### src/rtl/pps_pkg.sv
// shared constants and carrier types for the protection sequencer
package pps_pkg;

  localparam int unsigned CLK_PERIOD_NS = 10;

  // blanking and timer figures in their own units
  localparam int unsigned CL_BLANK_NS   = 300;
  localparam int unsigned OC_BLANK_NS   = 250;
  localparam int unsigned OV_BLANK_US   = 22;
  localparam int unsigned UV_BLANK_US   = 55;
  localparam int unsigned RESTART_US    = 180;
  localparam int unsigned RECOVER_MS    = 80;
  localparam int unsigned BROWNOUT_MS   = 50;

  // least times round up to whole cycles
  localparam int unsigned CL_BLANK_CYC =
    (CL_BLANK_NS + CLK_PERIOD_NS - 1) / CLK_PERIOD_NS;
  localparam int unsigned OC_BLANK_CYC =
    (OC_BLANK_NS + CLK_PERIOD_NS - 1) / CLK_PERIOD_NS;
  localparam int unsigned OV_BLANK_CYC =
    (OV_BLANK_US * 1000 + CLK_PERIOD_NS - 1) / CLK_PERIOD_NS;
  localparam int unsigned UV_BLANK_CYC =
    (UV_BLANK_US * 1000 + CLK_PERIOD_NS - 1) / CLK_PERIOD_NS;
  localparam int unsigned RESTART_CYC =
    (RESTART_US * 1000 + CLK_PERIOD_NS - 1) / CLK_PERIOD_NS;
  localparam int unsigned RECOVER_CYC =
    (RECOVER_MS * 1000000 + CLK_PERIOD_NS - 1) / CLK_PERIOD_NS;
  localparam int unsigned BROWNOUT_CYC =
    (BROWNOUT_MS * 1000000 + CLK_PERIOD_NS - 1) / CLK_PERIOD_NS;

  // consecutive restart-cycle over-current events that trip the fault
  localparam logic [1:0] OC_TRIP_COUNT = 2'h2;

  // comparator outputs from the analog front end
  typedef struct packed {
    logic cs_over_limit;   // sense above cycle limit level
    logic cs_over_fault;   // sense above fault level
    logic feedback_over_trip;    // feedback above overvoltage trip
    logic feedback_over_resume;  // feedback still above overvoltage resume
    logic feedback_under_trip;   // feedback below undervoltage trip
    logic feedback_under_resume; // feedback still below trip plus hysteresis
    logic line_above_on;   // line peak above brown-in level
    logic line_below_off;  // line peak below brownout level
  } pps_cmp_t;

  // switch-stage state as seen by the sequencer
  typedef enum logic [1:0] {
    PPS_IDLE,
    PPS_ON,
    PPS_OFF
  } pps_sw_t;

endpackage : pps_pkg

### src/rtl/pps_sequencer.sv
// fault sequencer gating switch drive for a boost power factor stage
// Summary of operation
// a sensed current above the cycle limit after blanking ends the pulse.
// the cycle limit comparator is ignored for 300 ns after each turn-on.
// the fault-level comparator is ignored for 250 ns after each turn-on.
// fault level seen in two consecutive restart cycles declares a fault.
// a declared over-current fault sets its flag and holds drive off.
// the fault clears after 80 ms, or on brown-in, brownout or lockout.
// feedback above the overvoltage trip for 22 us disables drive.
// after overvoltage, switching resumes once feedback falls to resume.
// feedback below the undervoltage trip for 55 us stops operation.
// undervoltage is left only when feedback rises past the hysteresis.
// while undervoltage holds, compensation is discharged, low power.
// a 180 us timer from each turn-off forces a turn-on with no valley.
// brownout is confirmed only after the line stays low for 50 ms.
// a restart cycle with no fault-level event clears the count.
`timescale 1ns/10ps
module pps_sequencer
  import pps_pkg::*;
#(
  parameter int unsigned RECOVER_CYCLES  = RECOVER_CYC,
  parameter int unsigned BROWNOUT_CYCLES = BROWNOUT_CYC,
  parameter int unsigned RESTART_CYCLES  = RESTART_CYC,
  parameter int unsigned UV_CYCLES       = UV_BLANK_CYC,
  parameter int unsigned OV_CYCLES       = OV_BLANK_CYC
) (
  // clock and reset
  input  wire logic     clk,
  input  wire logic     rst,
  // supply and timing inputs
  input  wire logic     supply_lockout,
  input  wire logic     valley_seen,
  input  wire logic     on_time_done,
  input  wire pps_cmp_t cmp,
  // drive and status outputs
  output logic          gate_drive,
  output logic          comp_discharge,
  output logic          low_power,
  output logic          overcurrent_shutdown,
  output logic          overvoltage_guard,
  output logic          undervoltage_guard,
  output logic          brownout_flag,
  output logic          cycle_current_limit
);

  localparam int CW = 24;

  // saturating counter step
  function automatic logic [CW-1:0] cnt_up(input logic [CW-1:0] c);
    cnt_up = (c == {CW{1'b1}}) ? c : c + {{(CW-1){1'b0}}, 1'b1};
  endfunction : cnt_up

  // compare counter against a cycle count
  function automatic logic reached(input logic [CW-1:0] c,
                                   input int unsigned n);
    reached = (c >= CW'(n));
  endfunction : reached

  pps_sw_t       sw_q, sw_d;
  logic [CW-1:0] on_cnt_q, on_cnt_d;
  logic [CW-1:0] off_cnt_q, off_cnt_d;
  logic [CW-1:0] rec_cnt_q, rec_cnt_d;
  logic [CW-1:0] bo_cnt_q, bo_cnt_d;
  logic [CW-1:0] ov_cnt_q, ov_cnt_d;
  logic [CW-1:0] uv_cnt_q, uv_cnt_d;
  logic          restart_q, restart_d;
  logic          oc_hit_q, oc_hit_d;
  logic [1:0]    oc_cnt_q, oc_cnt_d;
  logic          ocf_q, ocf_d;
  logic          ov_q, ov_d;
  logic          uv_q, uv_d;
  logic          bo_q, bo_d;
  logic          run_q, run_d;
  logic          lim_q, lim_d;
  logic          gate_q, gate_d;

  logic cl_live, oc_live, allow, end_pulse, bi_evt, bo_evt, clr_oc;

  // blanked comparator views
  always_comb begin
    // cycle limit blank
    cl_live = cmp.cs_over_limit && reached(on_cnt_q, CL_BLANK_CYC);
    // fault level blank
    oc_live = cmp.cs_over_fault && reached(on_cnt_q, OC_BLANK_CYC);
  end

  // line, supply and fault bookkeeping
  always_comb begin
    bo_cnt_d = cmp.line_below_off ? cnt_up(bo_cnt_q) : '0;
    bo_d     = bo_q;
    run_d    = run_q;
    // brownout confirm timer
    bo_evt   = run_q && !bo_q && reached(bo_cnt_q, BROWNOUT_CYCLES);
    bi_evt   = !supply_lockout && !run_q && cmp.line_above_on;
    if (supply_lockout) begin
      run_d = 1'b0;
      bo_d  = 1'b0;
    end else if (bo_evt) begin
      run_d = 1'b0;
      bo_d  = 1'b1;
    end else if (bi_evt) begin
      run_d = 1'b1;
      bo_d  = 1'b0;
    end
    // overvoltage blanking
    ov_cnt_d = cmp.feedback_over_trip ? cnt_up(ov_cnt_q) : '0;
    ov_d     = ov_q;
    if (!ov_q && reached(ov_cnt_q, OV_CYCLES)) begin
      ov_d = 1'b1;
    // overvoltage resume level
    end else if (ov_q && !cmp.feedback_over_resume) begin
      ov_d = 1'b0;
    end
    // undervoltage blanking
    uv_cnt_d = cmp.feedback_under_trip ? cnt_up(uv_cnt_q) : '0;
    uv_d     = uv_q;
    if (!uv_q && reached(uv_cnt_q, UV_CYCLES)) begin
      uv_d = 1'b1;
    // undervoltage hysteresis exit
    end else if (uv_q && !cmp.feedback_under_resume) begin
      uv_d = 1'b0;
    end
    // recovery timer and clear events
    rec_cnt_d = ocf_q ? cnt_up(rec_cnt_q) : '0;
    clr_oc    = supply_lockout || bo_evt || bi_evt ||
                reached(rec_cnt_q, RECOVER_CYCLES);
  end

  assign allow = run_q && !ocf_q && !ov_q && !uv_q;

  // switching sequence and over-current counting
  always_comb begin
    sw_d      = sw_q;
    on_cnt_d  = '0;
    off_cnt_d = '0;
    restart_d = restart_q;
    oc_hit_d  = oc_hit_q;
    oc_cnt_d  = oc_cnt_q;
    ocf_d     = ocf_q;
    lim_d     = 1'b0;
    gate_d    = 1'b0;
    // cycle limit ends pulse
    end_pulse = on_time_done || cl_live;
    case (sw_q)
      PPS_IDLE: begin
        restart_d = 1'b1;
        if (allow) begin
          sw_d   = PPS_ON;
          gate_d = 1'b1;
        end
      end
      PPS_ON: begin
        on_cnt_d = cnt_up(on_cnt_q);
        gate_d   = 1'b1;
        if (oc_live) begin
          oc_hit_d = 1'b1;
        end
        if (!allow || end_pulse || oc_live) begin
          sw_d   = PPS_OFF;
          gate_d = 1'b0;
          lim_d  = cl_live;
          if (restart_q) begin
            // count restart cycle events
            if (oc_hit_q || oc_live) begin
              oc_cnt_d = oc_cnt_q + 2'h1;
            // clean restart cycle clears
            end else begin
              oc_cnt_d = 2'h0;
            end
          end
        end
      end
      PPS_OFF: begin
        off_cnt_d = cnt_up(off_cnt_q);
        oc_hit_d  = 1'b0;
        if (!allow) begin
          sw_d = PPS_IDLE;
        // forced restart turn-on
        end else if (reached(off_cnt_q, RESTART_CYCLES)) begin
          sw_d      = PPS_ON;
          restart_d = 1'b1;
          gate_d    = 1'b1;
        end else if (valley_seen) begin
          sw_d      = PPS_ON;
          restart_d = 1'b0;
          gate_d    = 1'b1;
        end
      end
      default: begin
        sw_d = PPS_IDLE;
      end
    endcase
    // fault latch holds drive off
    if (oc_cnt_d >= OC_TRIP_COUNT) begin
      ocf_d    = 1'b1;
      oc_cnt_d = 2'h0;
    end else if (clr_oc) begin
      ocf_d = 1'b0;
    end
    if (ocf_d || !allow) begin
      gate_d = 1'b0;
    end
  end

  // state registers
  always_ff @(posedge clk) begin
    if (rst) begin
      sw_q      <= PPS_IDLE;
      on_cnt_q  <= '0;
      off_cnt_q <= '0;
      rec_cnt_q <= '0;
      bo_cnt_q  <= '0;
      ov_cnt_q  <= '0;
      uv_cnt_q  <= '0;
      restart_q <= 1'b1;
      oc_hit_q  <= 1'b0;
      oc_cnt_q  <= 2'h0;
      ocf_q     <= 1'b0;
      ov_q      <= 1'b0;
      uv_q      <= 1'b0;
      bo_q      <= 1'b0;
      run_q     <= 1'b0;
      lim_q     <= 1'b0;
      gate_q    <= 1'b0;
    end else begin
      sw_q      <= sw_d;
      on_cnt_q  <= on_cnt_d;
      off_cnt_q <= off_cnt_d;
      rec_cnt_q <= rec_cnt_d;
      bo_cnt_q  <= bo_cnt_d;
      ov_cnt_q  <= ov_cnt_d;
      uv_cnt_q  <= uv_cnt_d;
      restart_q <= restart_d;
      oc_hit_q  <= oc_hit_d;
      oc_cnt_q  <= oc_cnt_d;
      ocf_q     <= ocf_d;
      ov_q      <= ov_d;
      uv_q      <= uv_d;
      bo_q      <= bo_d;
      run_q     <= run_d;
      lim_q     <= lim_d;
      gate_q    <= gate_d;
    end
  end

  // outputs straight from flip-flops
  assign gate_drive           = gate_q;
  // discharge and low power
  assign comp_discharge       = uv_q;
  assign low_power            = uv_q;
  assign overcurrent_shutdown = ocf_q;
  assign overvoltage_guard    = ov_q;
  assign undervoltage_guard   = uv_q;
  assign brownout_flag        = bo_q;
  assign cycle_current_limit  = lim_q;

  // checks
  chk_cl_blank: assert property (@(posedge clk) disable iff (rst)
    (sw_q == PPS_ON && on_cnt_q < CW'(CL_BLANK_CYC) && !on_time_done
     && !cmp.cs_over_fault && allow) |=> gate_q)
    else $error("cycle limit acted inside blanking");
  chk_cl_end: assert property (@(posedge clk) disable iff (rst)
    (sw_q == PPS_ON && cl_live) |=> (!gate_q && lim_q))
    else $error("cycle limit did not end pulse");
  chk_oc_blank: assert property (@(posedge clk) disable iff (rst)
    (sw_q == PPS_ON && cmp.cs_over_fault && !reached(on_cnt_q, OC_BLANK_CYC))
    |=> !oc_hit_q || $past(oc_hit_q))
    else $error("fault level seen inside blanking");
  chk_oc_hold: assert property (@(posedge clk) disable iff (rst)
    ocf_q |-> !gate_q)
    else $error("drive on during over-current fault");
  chk_oc_trip: assert property (@(posedge clk) disable iff (rst)
    $rose(ocf_q) |-> $past(oc_cnt_q) == 2'h1)
    else $error("fault declared without prior restart event");
  chk_oc_clear: assert property (@(posedge clk) disable iff (rst)
    (ocf_q && supply_lockout) |=> !ocf_q)
    else $error("lockout did not clear fault");
  chk_ov_blank: assert property (@(posedge clk) disable iff (rst)
    $rose(ov_q) |-> $past(ov_cnt_q) >= CW'(OV_CYCLES))
    else $error("overvoltage without full blanking");
  chk_ov_resume: assert property (@(posedge clk) disable iff (rst)
    (ov_q && cmp.feedback_over_resume) |=> ov_q)
    else $error("overvoltage left above resume level");
  chk_uv_blank: assert property (@(posedge clk) disable iff (rst)
    $rose(uv_q) |-> $past(uv_cnt_q) >= CW'(UV_CYCLES))
    else $error("undervoltage without full blanking");
  chk_uv_hyst: assert property (@(posedge clk) disable iff (rst)
    (uv_q && cmp.feedback_under_resume) |=> (uv_q && comp_discharge))
    else $error("undervoltage left inside hysteresis");
  chk_bo_wait: assert property (@(posedge clk) disable iff (rst)
    $rose(bo_q) |-> $past(bo_cnt_q) >= CW'(BROWNOUT_CYCLES))
    else $error("brownout confirmed early");
  chk_restart: assert property (@(posedge clk) disable iff (rst)
    (sw_q == PPS_OFF && allow && !ocf_d
     && reached(off_cnt_q, RESTART_CYCLES)) |=> (gate_q && restart_q))
    else $error("restart timer did not force turn-on");
  chk_oc_recover: assert property (@(posedge clk) disable iff (rst)
    (ocf_q && reached(rec_cnt_q, RECOVER_CYCLES)) |=> !ocf_q)
    else $error("recovery timer did not clear fault");
  chk_uv_stop: assert property (@(posedge clk) disable iff (rst)
    uv_q |=> !gate_q)
    else $error("drive on during undervoltage");

endmodule : pps_sequencer

### config.mk
export PLATFORM = sky130hd
export DESIGN_NAME = pps_sequencer
export DESIGN_NICKNAME = d
export VERILOG_FILES = /design/src/rtl/pps_pkg.sv /design/src/rtl/pps_sequencer.sv
export SDC_FILE = /design/constraint.sdc
export NUM_CORES = 1
export LEC_CHECK = 0
export BUFFER_PORTS_ARGS = -buffer_cell sky130_fd_sc_hd__buf_2
export CAP_MARGIN = 20
export CORE_MARGIN = 2
export CORE_UTILIZATION = 30
export CTS_BUF_LIST = sky130_fd_sc_hd__clkbuf_8
export CTS_CLUSTER_DIAMETER = 40
export CTS_CLUSTER_SIZE = 14
export DETAILED_ROUTE_END_ITERATION = 6
export MAX_ROUTING_LAYER = met4
export PLACE_DENSITY_LB_ADDON = 0.1
export SYNTH_ARGS = -nofsm -noshare
export SYNTH_HDL_FRONTEND = slang
export SYNTH_SLANG_ARGS = --single-unit
### constraint.sdc
create_clock -name clk -period 4.5 [get_ports clk]
set_input_delay 0.9 -clock clk [delete_from_list [all_inputs] [get_ports clk]]
set_output_delay 0.9 -clock clk [all_outputs]
set_load 0.03 [all_outputs]
==> impl_metrics.tcl <==
set metrics [dict create \
    worstSkewPairLatency_ns 0.45 \
    groute.layer.met3.usage 0.02666 \
    drive_above_1_share 0.06631 \
    gp_congestion 0.7292 \
    yosys_warnings 0 \
    timing.setup.tns_ns 0 \
    total_die_area_sq_um 26730 \
    muxShareOfSynthArea 0.002787 \
    largest_family_of_logic_cells_by_synthesized_area "simple AND/OR/NAND/NOR gates" \
    crit_path_start_kind "flop" \
    std_cell_rows 58 \
    ant_nets 0 \
    syn_inst 915 \
    post_cts_buffers 0 \
    io_buffer_count 20 \
    dominant_register_cell_in_the_synthesized_netlist "dfxtp_1" \
    grt_use_total 0.1352 \
    worstPathMaxFanout 22 \
    grt_pass1_wl_mm 28.77 \
    post_route_core_utilization 0.3372 \
    route.final.wire_length_mm 16.56 \
    ir_drop_uv 143.8 \
    grt_pass1_vias 5783 \
    max_slew.worst_pin.slew_ns 1.033 \
    detailedRoute.firstIterationViolations 351 \
    skew_ns 0.01490 \
    mostFrequentLayoutCell "nor2_1" \
    fin_area_sq_um 8466 \
    post_synth.cell_area_avg_sq_um 8.341 \
    clkTransAtPathRegs_ns 0.08 \
    clock_sinks 157 \
    yosys.area_share.xor_xnor 0.1274 \
    cts-resized-gates 0 \
    initial_core_util 0.3040 \
    syn2layout_area_growth_pct 10.92 \
    viasPerCell 4.827 \
    grt_overflow 0 \
    tritoncts "yes" \
    timing_worst_setup_path_type "flop to flop" \
    worst-endpoint-required_ns 4.80 \
    synth_fp_nets 942 \
    mappedNetlistArea_sq_um 7632 \
    gr-usage-met1 0.1831 \
    finalSetupViolations 0 \
    simple_logic_cell_fraction_of_the_synthesized_area 0.3272 \
    final_critical_path_share_of_the_clock_period 0.5946 \
    synth_sequential_area_ratio 0.4118 \
    ctsLongestPathBuffers 2 \
    cts_hold_buffers 0 \
    max-slew-margin-rel 0.3110 \
    crit_arrival_ns 2.98 \
    core_region_sq_um 25110 \
    busiest_layer "met2" \
    clk_root_buffer_cell "clkbuf_8" \
    post_synth_num_cell_types 61 \
    route.detailed.drc 0 \
    totalPowerFinal_mw 2.638 \
    die_height_um 163.5 \
    first_pass_iters 4 \
    grt_util_met2 0.2050 \
    synth.ff_latch_count 157 \
    cts-htree-levels 4 \
    number_of_flops_mapped_to_enable_cells_by_yosys 0 \
    setup_repair_after_global_routing_missed_its_margin "false" \
    result_of_the_run "complete, no violations" \
    async_reset_ff_frac 0 \
    via_count 6106 \
    max_cap_violations 0 \
    diodes 0 \
    hp-class "flop to flop" \
    regToRegSetupSlack_ns 1.82 \
    dp_hpwl_mm 11.38 \
    fillCellCount 2681 \
    synth_compound_gate_area_share 0.07770 \
    io_pins 21 \
    critPathCaptureType "flop" \
    power.density_cell_area_nw_per_um2 311.6 \
    timing.fmax_mhz 373.8 \
    most-common-layout-cells "nor2_1 (160), dfxtp_1 (157), xor2_1 (66)" \
    cts-buffers-inserted 17 \
    nNetsFinal 949 \
    finalHoldWorstSlack_ns 0.4994 \
    pin_count_of_the_biggest_net_entering_global_routing 28 \
    antenna_found_initial 0 \
    number_of_max_slew_violations_in_the_final_report 0 \
    detail_route.wl_per_cell_um 13.09 \
    floorplan.die.width_um 163.5 \
    placement.cell_area_sq_um 8016 \
    synth_adder_area_share 0.02295 \
    min_clock_period_post_route_ns 2.676 \
    p_leak_nw 2.815 \
    hold_violations 0 \
]
-- registers in the layout, indices dropped and copies added, names as in the netlist, 2 cells and up --
name	cells
ov_cnt_q	24
oc_cnt_q	2
bo_cnt_q	24
rec_cnt_q	24
uv_cnt_q	24
sw_q	2
on_cnt_q	24
off_cnt_q	24
-- worst max-delay path: stages, from the launching register on --
cell and delay, ns:
dfxtp_1 0.41, nand4_1 0.20, nor3_1 0.47, nand4_1 0.84
nand4_1 0.40, xor2_1 0.17, nor2_1 0.05
-- layout make-up --
class	count	area [sq um]	area share
clock inverters	14	201.4	0.02380
multi-input cells	701	4263	0.5035
repair buffers	21	107.6	0.01271
clock buffers	18	247.7	0.02926
well taps	330	412.9	0.04877
inverters	24	90.09	0.01064
flip-flops and latches	157	3143	0.3713
-- cell families (layout without fill, tap and decap cells) --
logic type,count (synthesis),after routing
muxes,2,2
adders and majority gates,14,14
xor gates and xnor gates,111,111
buffers and inverters,57,77
other,1,1
AOI/OAI and AO/OA,87,87
DFF,157,157
and+or+nand+nor,486,486
-- path summary, 6_finish.rpt --
kind	startpoint	to	cells after the start
worst max-delay path	bo_cnt_q[6]	bo_cnt_q[5]	6
worst min-delay path	oc_cnt_q[0]	oc_cnt_q[0]	2
worst max register to register	bo_cnt_q[6]	bo_cnt_q[5]	6
worst min register to register	oc_cnt_q[0]	oc_cnt_q[0]	2
-- synth_stat cells, types with 14 or more instances --
cell        n  area, sq um
a21oi_1    20        100.1
and3_1     31        193.9
and4_1     18        157.7
clkbuf_1   27        101.4
dfxtp_1   157         3143
ha_1       14        175.2
inv_1      24        90.09
nand2_1    64        240.2
nand3_1    45        225.2
nand4_1    49        306.5
nor2_1    160        600.6
nor3_1     34        170.2
nor4_1     23        143.9
o21ai_0    16        80.08
xnor2_1    45        394.1
xor2_1     66        578.1
-- per-stage QoR --
step	setup WS, ns	std cells
after detailed placement	1.845	1233
after global routing	1.442	1265
after global placement	1.800	1233
after floorplan	2.495	915
after CTS	1.833	1265
final	1.824	1265
-- per-layer routing --
metal | wire length (um) | vias to the layer above
li1 | - | 3239
met1 | 8718 | 2801
met2 | 7278 | 54
met3 | 383 | 12
met4 | 180 | 0
met5 | 0 | -
-- where the power goes --
part,switching (mW),internal (mW)
clock,0.522,0.668
combinational,0.0330,0.0153
sequential,0.00575,1.39
total,0.561,2.08
Power figures use the tool's default switching activity.
